$ cat config.mk
export PLATFORM = sky130hd
export DESIGN_NAME = sfe_device_flat
export DESIGN_NICKNAME = d
export VERILOG_FILES = /design/src/pkg/sfe_pkg.sv /design/src/pkg/sfe_link_if.sv /design/src/hw/sfe_device.sv /design/src/flat_wrapper.sv
export VERILOG_INCLUDE_DIRS = /design/src /design/src/pkg
export SDC_FILE = /design/constraint.sdc
export NUM_CORES = 1
export LEC_CHECK = 0
export BUFFER_PORTS_ARGS = -buffer_cell sky130_fd_sc_hd__buf_4
export CORE_ASPECT_RATIO = 2
export CORE_UTILIZATION = 50
export CTS_CLUSTER_SIZE = 10
export DETAILED_ROUTE_END_ITERATION = 10
export PLACE_DENSITY = 0.68
export SKIP_LAST_GASP = 1
export SLEW_MARGIN = 20
export SYNTH_ARGS = -nofsm -noshare
export SYNTH_HDL_FRONTEND = slang
export SYNTH_SLANG_ARGS = --single-unit
export TNS_END_PERCENT = 20
$ cat constraint.sdc
create_clock -name clk -period 4.5 [get_ports clk]
set_clock_uncertainty 0.05 [all_clocks]
set_input_delay 0.675 -clock clk [delete_from_list [all_inputs] [get_ports clk]]
set_output_delay 0.675 -clock clk [all_outputs]
set_load 0.01 [all_outputs]
$ cat src/pkg/sfe_consts.svh
// Purpose: Shared constants for the serial flash wipe sequencer link
// Assumes: 125 MHz system clock on both ends
// Notes:   Opcode values are local choices, held here and repeated as literals in the bench bit-banged frames
//
// Summary of operation
// Sector wipe erases one aligned 4 KByte sector
// Host sets write permit before any wipe
// Finished erase clears the write permit latch
// Host holds select low for whole frame
// Sector wipe: command byte, three address bytes
// Erase starts when select rises after frame
// Busy device ignores all but status fetch
// Progress flag reads 1 while erase runs
// Progress flag reads 0 once erase ends
// Block wipe erases one 64/32 KByte block
// Block wipe runs only on exact frame
// Full wipe: command byte only, erases all
// Status write stays busy at most 10 ms
// Input bits sampled on rising serial clock
// No permit: no erase, flag stays 0
// Low address bits ignored, region aligned
`ifndef SFE_CONSTS_SVH
`define SFE_CONSTS_SVH

// ----------------------------------------------------------------
// Command codes
// ----------------------------------------------------------------
`define SFE_OP_PERMIT   8'h06
`define SFE_OP_UNPERMIT 8'h04
`define SFE_OP_STATUS   8'h05
`define SFE_OP_WRSTAT   8'h01
`define SFE_OP_SECTOR   8'h20
`define SFE_OP_BLOCK    8'hd8
`define SFE_OP_FULL     8'hc7

// ----------------------------------------------------------------
// Frame lengths in bits
// ----------------------------------------------------------------
`define SFE_BITS_CMD    6'h08
`define SFE_BITS_WRSTAT 6'h10
`define SFE_BITS_ADDR   6'h20

// ----------------------------------------------------------------
// Status byte fields
// ----------------------------------------------------------------
`define SFE_STAT_BUSY_BIT   0
`define SFE_STAT_PERMIT_BIT 1
`define SFE_STAT_RST    6'h00

// ----------------------------------------------------------------
// Geometry and timing
// ----------------------------------------------------------------
`define SFE_SECTOR_BYTES 4096
`define SFE_BLOCK_KB     64
`define SFE_ERASE_MS     10
`define SFE_WRSTAT_MS    10
`define SFE_CLK_KHZ      125000
`define SFE_MS_TO_CYC(ms) ((ms) * `SFE_CLK_KHZ)
`define SFE_HALF_CYC     10

`endif

$ cat src/pkg/sfe_pkg.sv
// Purpose: Types for the serial flash wipe sequencer ends
// Assumes: Constants come from sfe_consts.svh
// Notes:   Each end keeps its whole state in one packed struct
package sfe_pkg;

    // ----------------------------------------------------------------
    // Enumerations
    // ----------------------------------------------------------------
    typedef enum logic [1:0] {
        KIND_NONE   = 2'b00,
        KIND_SECTOR = 2'b01,
        KIND_BLOCK  = 2'b10,
        KIND_FULL   = 2'b11
    } sfe_kind_t;

    typedef enum logic [2:0] {
        H_IDLE = 3'b000,
        H_LOW  = 3'b001,
        H_HIGH = 3'b010,
        H_END  = 3'b011,
        H_GAP  = 3'b100
    } sfe_hstate_t;

    // ----------------------------------------------------------------
    // Device state
    // ----------------------------------------------------------------
    typedef struct packed {
        logic [2:0]  sclkS;
        logic [2:0]  csS;
        logic [1:0]  mosiS;
        logic [5:0]  bitCnt;
        logic [31:0] shift;
        logic [7:0]  op;
        logic [7:0]  misoSh;
        logic        miso;
        logic        permit;
        logic [5:0]  statHi;
        logic        busy;
        logic [31:0] busyCnt;
        logic        start;
        logic        done;
        sfe_kind_t   kind;
        logic [23:0] base;
    } sfe_dev_t;

    // ----------------------------------------------------------------
    // Host state
    // ----------------------------------------------------------------
    typedef struct packed {
        sfe_hstate_t st;
        logic [7:0]  div;
        logic [39:0] tx;
        logic [5:0]  bits;
        logic [7:0]  rx;
        logic [1:0]  misoS;
        logic        sclk;
        logic        csN;
        logic        mosi;
        logic        follow;
        logic [39:0] sv;
        logic [5:0]  svBits;
        logic        ready;
        logic        rspValid;
    } sfe_host_t;

endpackage : sfe_pkg

$ cat src/pkg/sfe_link_if.sv
// Purpose: Four-wire serial link between host and flash device
// Assumes: Host makes the serial clock and the select
// Notes:   Mode 0: data sampled on rising, changed on falling edge
interface sfe_link_if;
    logic sclk;
    logic csN;
    logic mosi;
    logic miso;

    modport dev (
        input  sclk,
        input  csN,
        input  mosi,
        output miso
    );

    modport host (
        output sclk,
        output csN,
        output mosi,
        input  miso
    );
endinterface : sfe_link_if

$ cat src/hw/sfe_device.sv
// Purpose: Flash end: decodes wipe commands, runs timed erase
// Assumes: Serial link pins are asynchronous to clk
// Notes:   Link pins pass two flip-flops before any logic
`include "sfe_consts.svh"

module sfe_device #(
    parameter int BLOCK_KB   = `SFE_BLOCK_KB,
    parameter int ERASE_CYC  = `SFE_MS_TO_CYC(`SFE_ERASE_MS),
    parameter int WRSTAT_CYC = `SFE_MS_TO_CYC(`SFE_WRSTAT_MS)
) (
    // Clock and reset
    input  wire logic               clk,
    input  wire logic               rst_n,
    // Serial link
    sfe_link_if.dev                 link,
    // Array side
    output      logic               wipeStart,
    output      sfe_pkg::sfe_kind_t wipeKind,
    output      logic [23:0]        wipeBase,
    output      logic               wipeDone,
    output      logic               busy,
    output      logic               permit
);

    // ----------------------------------------------------------------
    // Elaboration checks
    // ----------------------------------------------------------------
    if (BLOCK_KB != 32 && BLOCK_KB != 64) begin : g_chk_blk
        $error("BLOCK_KB must be 32 or 64");
    end
    if (ERASE_CYC < 1 || WRSTAT_CYC < 1) begin : g_chk_cyc
        $error("Busy counts must be at least one cycle");
    end
    if ((BLOCK_KB * 1024) % `SFE_SECTOR_BYTES != 0) begin : g_chk_geo
        $error("A block must span whole sectors");
    end

    localparam logic [23:0] SECTOR_MASK = 24'(`SFE_SECTOR_BYTES - 1);
    localparam logic [23:0] BLOCK_MASK  = 24'(BLOCK_KB * 1024 - 1);
    localparam logic [31:0] ERASE_LEN   = 32'(ERASE_CYC);
    localparam logic [31:0] WRSTAT_LEN  = 32'(WRSTAT_CYC);

    sfe_pkg::sfe_dev_t q;
    sfe_pkg::sfe_dev_t n;

    logic       sclkRise;
    logic       sclkFall;
    logic       csRise;
    logic       selected;
    logic       inBit;
    logic [7:0] stat;

    // ----------------------------------------------------------------
    // Next state
    // ----------------------------------------------------------------
    always_comb begin
        n         = q;
        n.start   = 1'b0;
        n.done    = 1'b0;

        // ----------------------------------------------------------------
        // Pin synchronisers and edge detection
        // ----------------------------------------------------------------
        n.sclkS   = {q.sclkS[1:0], link.sclk};
        n.csS     = {q.csS[1:0], link.csN};
        n.mosiS   = {q.mosiS[0], link.mosi};
        sclkRise  = q.sclkS[1] & ~q.sclkS[2];
        sclkFall  = ~q.sclkS[1] & q.sclkS[2];
        csRise    = q.csS[1] & ~q.csS[2];
        selected  = ~q.csS[1];
        inBit     = q.mosiS[1];

        // ----------------------------------------------------------------
        // Live status byte
        // ----------------------------------------------------------------
        stat                       = {q.statHi, 2'b00};
        stat[`SFE_STAT_BUSY_BIT]   = q.busy;
        stat[`SFE_STAT_PERMIT_BIT] = q.permit;

        // ----------------------------------------------------------------
        // Bit capture while selected
        // ----------------------------------------------------------------
        if (selected) begin
            if (sclkRise) begin
                n.shift = {q.shift[30:0], inBit};
                if (q.bitCnt != 6'h3f) begin
                    n.bitCnt = q.bitCnt + 6'h01;
                end
                if (q.bitCnt == 6'h07) begin
                    n.op = {q.shift[6:0], inBit};
                end
            end
            // Status stays readable while busy; live value each byte
            if (sclkFall && q.op == `SFE_OP_STATUS && q.bitCnt >= `SFE_BITS_CMD) begin
                if (q.bitCnt[2:0] == 3'h0) begin
                    n.miso   = stat[7];
                    n.misoSh = {stat[6:0], 1'b0};
                end else begin
                    n.miso   = q.misoSh[7];
                    n.misoSh = {q.misoSh[6:0], 1'b0};
                end
            end
        end else begin
            n.bitCnt = 6'h00;
            n.op     = 8'h00;
            n.miso   = 1'b0;
        end

        // ----------------------------------------------------------------
        // Timed operation in progress
        // ----------------------------------------------------------------
        if (q.busy) begin
            if (q.busyCnt <= 32'h0000_0001) begin
                n.busy    = 1'b0;
                n.permit  = 1'b0;
                n.done    = 1'b1;
                n.busyCnt = 32'h0000_0000;
            end else begin
                n.busyCnt = q.busyCnt - 32'h0000_0001;
            end
        end

        // ----------------------------------------------------------------
        // Decode at frame end; nothing is taken while busy
        // ----------------------------------------------------------------
        // Busy gate also drops a frame ending on the last busy cycle
        if (csRise && !q.busy) begin
            case (q.op)
                `SFE_OP_PERMIT: begin
                    if (q.bitCnt == `SFE_BITS_CMD) begin
                        n.permit = 1'b1;
                    end
                end
                `SFE_OP_UNPERMIT: begin
                    if (q.bitCnt == `SFE_BITS_CMD) begin
                        n.permit = 1'b0;
                    end
                end
                `SFE_OP_WRSTAT: begin
                    if (q.bitCnt == `SFE_BITS_WRSTAT && q.permit) begin
                        n.statHi  = q.shift[7:2];
                        n.busy    = 1'b1;
                        n.busyCnt = WRSTAT_LEN;
                    end
                end
                `SFE_OP_SECTOR: begin
                    if (q.bitCnt == `SFE_BITS_ADDR && q.permit) begin
                        n.kind    = sfe_pkg::KIND_SECTOR;
                        n.base    = q.shift[23:0] & ~SECTOR_MASK;
                        n.start   = 1'b1;
                        n.busy    = 1'b1;
                        n.busyCnt = ERASE_LEN;
                    end
                end
                `SFE_OP_BLOCK: begin
                    if (q.bitCnt == `SFE_BITS_ADDR && q.permit) begin
                        n.kind    = sfe_pkg::KIND_BLOCK;
                        n.base    = q.shift[23:0] & ~BLOCK_MASK;
                        n.start   = 1'b1;
                        n.busy    = 1'b1;
                        n.busyCnt = ERASE_LEN;
                    end
                end
                `SFE_OP_FULL: begin
                    if (q.bitCnt == `SFE_BITS_CMD && q.permit) begin
                        n.kind    = sfe_pkg::KIND_FULL;
                        n.base    = 24'h00_0000;
                        n.start   = 1'b1;
                        n.busy    = 1'b1;
                        n.busyCnt = ERASE_LEN;
                    end
                end
                default: begin
                end
            endcase
        end
    end

    // ----------------------------------------------------------------
    // State register
    // ----------------------------------------------------------------
    always_ff @(posedge clk or negedge rst_n) begin
        if (!rst_n) begin
            q         <= '0;
            // Permit latch clear from reset: no wipe without a fresh permit
            q.permit  <= 1'b0;
            q.busy    <= 1'b0;
            q.sclkS   <= 3'h0;
            q.csS     <= 3'h7;
            q.statHi  <= `SFE_STAT_RST;
            q.kind    <= sfe_pkg::KIND_NONE;
        end else begin
            q <= n;
        end
    end

    // ----------------------------------------------------------------
    // Outputs
    // ----------------------------------------------------------------
    assign link.miso = q.miso;
    assign wipeStart = q.start;
    assign wipeKind  = q.kind;
    assign wipeBase  = q.base;
    assign wipeDone  = q.done;
    assign busy      = q.busy;
    assign permit    = q.permit;

endmodule // sfe_device

$ cat src/flat_wrapper.sv
// flat-port wrapper written by rule: the top's interface ports become plain ports
module sfe_device_flat 
#(
    parameter int BLOCK_KB   = `SFE_BLOCK_KB,
    parameter int ERASE_CYC  = `SFE_MS_TO_CYC(`SFE_ERASE_MS),
    parameter int WRSTAT_CYC = `SFE_MS_TO_CYC(`SFE_WRSTAT_MS)
)
  (clk, rst_n, wipeStart, wipeKind, wipeBase, wipeDone, busy, permit, link_sclk, link_csN, link_mosi, link_miso);
  sfe_link_if link_i ();
  input  wire logic clk;
  input  wire logic rst_n;
  output      logic wipeStart;
  output      sfe_pkg::sfe_kind_t wipeKind;
  output      logic [23:0] wipeBase;
  output      logic wipeDone;
  output      logic busy;
  output      logic permit;
  input wire logic [$bits(link_i.sclk)-1:0] link_sclk;
  input wire logic [$bits(link_i.csN)-1:0] link_csN;
  input wire logic [$bits(link_i.mosi)-1:0] link_mosi;
  output wire logic [$bits(link_i.miso)-1:0] link_miso;
  assign link_i.sclk = link_sclk;
  assign link_i.csN = link_csN;
  assign link_i.mosi = link_mosi;
  assign link_miso = link_i.miso;
  sfe_device #(.BLOCK_KB(BLOCK_KB), .ERASE_CYC(ERASE_CYC), .WRSTAT_CYC(WRSTAT_CYC)) u_core (.clk(clk), .rst_n(rst_n), .link(link_i), .wipeStart(wipeStart), .wipeKind(wipeKind), .wipeBase(wipeBase), .wipeDone(wipeDone), .busy(busy), .permit(permit));
endmodule
[Word level (Yosys, flattened, before mapping)]
Cells that the tools add are included.
Cells by class
  bitwise gates (word level): 7
  multiplexer cells: 29
  magnitude comparators: 2
  reductions and logical operators: 20
  equality and inequality tests: 15
  $add $sub $neg: 2
Operators with widths (count)
  one-hot mux 33 bit (3 select lines): 1
  two-way mux 26 bit: 3
  one-hot mux 26 bit (3 select lines): 1
  two-way mux 34 bit: 2
  two-way mux 46 bit: 1
  two-way mux 41 bit: 1
  two-way mux 39 bit: 1
  two-way mux 33 bit: 1
  less-or-equal comparator 32 x 1 -> 1 bit (second input constant): 1
  two-way mux 32 bit: 1
  subtractor 32 x 1 -> 32 bit (second input constant): 1
  equality test 8 x 3 -> 1 bit (second input constant): 3
  two-way mux 6 bit: 3
  equality test 8 bit (second input constant): 2
  two-way mux 8 bit: 2
  two-way mux 1 bit: 9
  two-way mux 9 bit: 1
  equality test 8 x 1 -> 1 bit (second input constant): 1
  equality test 8 x 6 -> 1 bit (second input constant): 1
  AND reduction 2 bit: 4
  nonzero test 2 bit: 4
  adder 6 x 1 -> 6 bit (second input constant): 1
  equality test 6 x 3 -> 1 bit (second input constant): 1
  equality test 6 x 4 -> 1 bit (second input constant): 1
  15 further kinds: 28
Word-level totals
  input port bits: 5
  output and inout bits: 31
  logic and storage cells: 91
  bits in registers: 131

[Longest topological paths before layout]
  depth after elaboration: 6
  depth in mapped cells: 8
  mapped depth without buffers: 7

[Worst setup path after synthesis]
OpenSTA, ideal clock, no wires.
  kind: register to register
  start: reg u_core.q[46] in the netlist's numbering
  end: reg u_core.q[32] in the netlist's numbering
  data required time: 4.302 ns
  path buffers: 3
  arrival: 2.273 ns
  cell stages (with the launch flop): 9
  library setup time: 0.148 ns
  clock period less this slack: 2.470 ns
  slack: 2.030 ns
  path through: dfrtp_1 > or4_1 > buf_2 > or4_4 > buf_6 > nor4_4 > and2_1 > buf_6 > o21ai_0
RTL lines
  start: declaration: line sfe_device.sv:43  | sfe_pkg::sfe_dev_t q;
  start signal: assignment: line sfe_device.sv:193  | q <= n;

[Final worst setup path]
  start: reg u_core.q[82] in the netlist's numbering
  end: reg u_core.q (netlist bit u_core.wipeBase[15])
Between the ends
  longest elaborated chain between the ends: 3
  elaborated cells between the ends (all ways): 9
  those cells by class: eq/ne: 6; mux: 1; reduce/logical: 2
Ends and longest elaborated chain
  equality test 8 bit or equality test 8 x 6 -> 1 bit (tied branches): line sfe_device.sv:128  | case (q.op)
  inequality test 2 x 1 -> 1 bit (no source line) or nonzero test 3 bit (tied branches)
  AND reduction 5 bit (no source line)
Parallel ways exist; a longest one is shown, timed or not.
A chain may end at the register's enable or synchronous reset.

==> impl_summary.md <==
Routing
In the routed design, unresolved DRC markers number 0. The starting DRC count in detailed routing is 172. The via count normalized by instance count is 5.49. After detailed routing, the average wire length per cell comes to 16.0 µm. The final layout contains routed wiring with a total length of 10000 µm. Before antenna repair, the detailed router went through 4 iterations.

The detail route stage leaves a number of antenna-violating nets equal to 0. For this block, the via count after detailed routing is 3430.

Floorplan
The die covers 10900 µm². The effective utilization at floorplan is 51.8%. The region available for standard cell placement spans 10100 µm². The number of core rows is 52. The die span in y is 147 µm. In this run the count of I/O pins placed on the die edge is 36. The overall die width is 74.5 µm.

Final layout
The antenna diode instance count is 0. The area growth from synthesis to layout is 8.29%. The final layout contains 494 nets. The fraction of layout instances using a drive strength above 1 is 18.8%.

Cells fill 56.1% of the core in the end. The filler cells instantiated in the layout total 889.

Placed design
The global placement routability congestion is 0.830. The count of input and output buffers is 23. The HPWL after detailed placement is 7360 µm.

Global route
For met2 alone, demand over resource in global routing was 35.5%. The initial antenna violation count was 0. After global routing, the most crowded layer is met2.

Entering global routing, the biggest net connects 86 pins. The total routing resource utilization after global routing is 19.8%. The global-route wire length before repair is 16300 µm. The met3 global-route usage is 3.43%. The number of global-route vias before repair is 3502. In the global route stage, met1 resource usage came out at 20.6%. The global-route congestion overflow total is 0.

Timing
The final number of max-transition violations came to 0. For this run, the top clock speed supported by timing is 346 MHz. Setup repair after global routing left no endpoint under its margin. The remaining max-slew budget at the tightest pin is 34.5%. At the pin with the least slew margin, the transition time is 977 ps.

Setup violations remaining at the end of the flow were counted as 0. In the finished design, the share of the clock period the worst path needs comes to 64.2%. Adding up every negative setup slack in the final design gives 0 ps.

The count of endpoints failing hold in the final timing report was 0. The final critical path time including I/O delays and setup is 2890 ps.

Critical path
The worst setup path is launched from a register. The slack of the worst reg-to-reg path is 1610 ps. The capturing element type of the critical path is a register. Along the worst path, the maximum fanout reaches 13. The worst endpoint data arrival time is 3070 ps. Measured in cells, the most critical reg-to-reg path has a length of 5. The data required time at the worst endpoint is 4680 ps. The critical path start-end classification is register to register.

CTS
For this design, the CTS-stage hold fixing added 0 buffers. The root buffer cell is sky130_fd_sc_hd__clkbuf_16. Clock-pin slew was measured on the worst setup and hold paths at 70 ps. The CTS tree is done. The maximum clock path buffer count is 2. Buffers inserted during clock tree synthesis total 9. Buffers added to address setup during post-CTS repair amount to 0.

The clock net in this run drives a total of 110 sinks. The clock reaches the later pin of the worst-skew pair after 340 ps. The number of levels in the clock H-tree is 3.

The number of gates resized after CTS was 0.

Synthesis
The number of enable flip-flop cells after synthesis is 0. The sequential element share of the synthesized area is 52.5%. Synthesis inferred 110 register bits. The leading register cell type out of synthesis is sky130_fd_sc_hd__dfrtp_1. The post-synthesis async set-or-reset flop share is 100%.

The post-synthesis area per instance is 11.0 µm². Synthesis produced a netlist whose cell count is 476. The number of warnings issued by yosys is 0.

The total standard cell area after synthesis is 5260 µm². The number of distinct library cells after synthesis is 56.

Pwr
Dividing total power by cell area gives a power density of 337 nW/µm². The worst-case IR drop observed on VDD is 0.000200 V. The leakage power is 2.75 nW. Power comes to 1.92 mW.

Worst hold path
The worst hold path depth is 0. The min-delay analysis places its worst path in the category register to register.

Status
The run finished with clean final reports.

Job
Max-cap violations in this run came to 0.
## cell usage after synthesis, types with 3 or more instances
cell type                  instances  share of area, %
sky130_fd_sc_hd__dfrtp_1         107                51
sky130_fd_sc_hd__nor2_1           40               2.9
sky130_fd_sc_hd__nand2_1          38               2.7
sky130_fd_sc_hd__mux2_2           35               7.5
sky130_fd_sc_hd__buf_4            26               3.7
sky130_fd_sc_hd__o21ai_0          20               1.9
sky130_fd_sc_hd__xnor2_1          19               3.2
sky130_fd_sc_hd__inv_1            16               1.1
sky130_fd_sc_hd__mux2i_1          16               3.0
sky130_fd_sc_hd__nor4_1           16               1.9
sky130_fd_sc_hd__nor3_1           12               1.1
sky130_fd_sc_hd__xor2_1           12               2.0
sky130_fd_sc_hd__and2_1            9               1.1
sky130_fd_sc_hd__clkbuf_1          8              0.57
sky130_fd_sc_hd__nand3_1           8              0.76
sky130_fd_sc_hd__or3_1             8              0.95
sky130_fd_sc_hd__a22o_1            7               1.2
sky130_fd_sc_hd__nand4_1           6              0.71
sky130_fd_sc_hd__a21oi_1           5              0.48
sky130_fd_sc_hd__nor2b_1           5              0.60
sky130_fd_sc_hd__buf_6             4              0.86
sky130_fd_sc_hd__ha_1              4              0.95
sky130_fd_sc_hd__nand2b_1          4              0.48
sky130_fd_sc_hd__nand3b_1          4              0.57
sky130_fd_sc_hd__or4_1             4              0.57
sky130_fd_sc_hd__dfstp_2           3               1.5
sky130_fd_sc_hd__nor3b_1           3              0.43
sky130_fd_sc_hd__or2_2             3              0.36
## metrics by stage
stage | setup slack [ps] | area, µm² | cells | hold slack, ps
6_report | 1610 | 5690 | 625 | 309
3_5_place_dp | 1610 | 5390 | 609 | 296
4_1_cts | 1600 | 5690 | 625 | 309
3_3_place_gp | 1610 | 5390 | 609 | 283
2_1_floorplan | 2030 | 5300 | 487 | 281
5_1_grt | 1460 | 5690 | 625 | 311
## state kept, by name, summed over array words and instances (netlist names)
register,count
u_core.permit,1
u_core.q,85
u_core.wipeBase,12
u_core.wipeStart,1
u_core.inBit,1
u_core.n,5
u_core.wipeKind,2
u_core.link.miso,1
u_core.wipeDone,1
u_core.busy,1
## placed cells by master (no fill, tap or decap), types with 6 or more instances in the layout
master and instances:
sky130_fd_sc_hd__nand4_1 6, sky130_fd_sc_hd__nor2_1 39, sky130_fd_sc_hd__nor3_1 12, sky130_fd_sc_hd__inv_1 16, sky130_fd_sc_hd__nor4_1 16, sky130_fd_sc_hd__mux2_2 35, sky130_fd_sc_hd__buf_4 27, sky130_fd_sc_hd__dfrtp_1 107
sky130_fd_sc_hd__a22o_1 7, sky130_fd_sc_hd__or3_1 8, sky130_fd_sc_hd__clkbuf_16 9, sky130_fd_sc_hd__xor2_1 12, sky130_fd_sc_hd__and2_1 9, sky130_fd_sc_hd__xnor2_1 19, sky130_fd_sc_hd__conb_1 12, sky130_fd_sc_hd__nand2_1 38
sky130_fd_sc_hd__o21ai_0 20, sky130_fd_sc_hd__mux2i_1 16, sky130_fd_sc_hd__nand3_1 8
## metal layers
layer / vias up / part of all wire (%)
met4: 0 / 3.9
met3: 30 / 2.4
met1: 1680 / 37
met2: 74 / 57
met5: - / 0
li1: 1646 / -
## report_power, final
group	switching, mW	internal [mW]	total, mW
registers	0.0368	1.03	1.07
clock network	0.337	0.433	0.770
logic	0.0451	0.0390	0.0841
## cells by family (layout without fill, tap and decap cells)
logic type / after synthesis / count (layout) / share of synthesized area [%]
muxes: 51 / 51 / 10.5
AOI/OAI and AO/OA: 50 / 50 / 6.74
xor gates and xnor gates: 31 / 31 / 5.17
DFF: 110 / 110 / 52.5
other: 1 / 12 / 0.0714
and+or+nand+nor: 172 / 172 / 17.5
buffers and inverters: 57 / 60 / 6.55
adders and majority gates: 4 / 4 / 0.952
## layout make-up
cell class | count | area (µm²) | area share, %
Inverter | 16 | 60.1 | 1.06
Clock buffer | 11 | 233 | 4.09
Timing Repair Buffer | 28 | 214 | 3.76
Multi-Input combinational cell | 320 | 2200 | 38.6
Sequential cell | 110 | 2760 | 48.4
Clock inverter | 5 | 60.1 | 1.06
Tap cell | 135 | 169 | 2.97
## critical path: stages (launching register included)
cell and delay (ps):
sky130_fd_sc_hd__dfrtp_1 500, sky130_fd_sc_hd__and3b_1 310, sky130_fd_sc_hd__nand4_1 380, sky130_fd_sc_hd__o221ai_1 590
sky130_fd_sc_hd__a21o_1 530, sky130_fd_sc_hd__mux2_2 400
## worst paths after layout
check | from | to
max | u_core.q[82] | u_core.wipeBase[15]
min | u_core.n[126] | u_core.n[127]
max reg2reg | u_core.q[82] | u_core.wipeBase[15]
min reg2reg | u_core.n[126] | u_core.n[127]
max in group asynchronous | rst_n | u_core.q[127]
min in group asynchronous | rst_n | u_core.q[57]
Note: power is estimated with default switching activity, not from simulation.
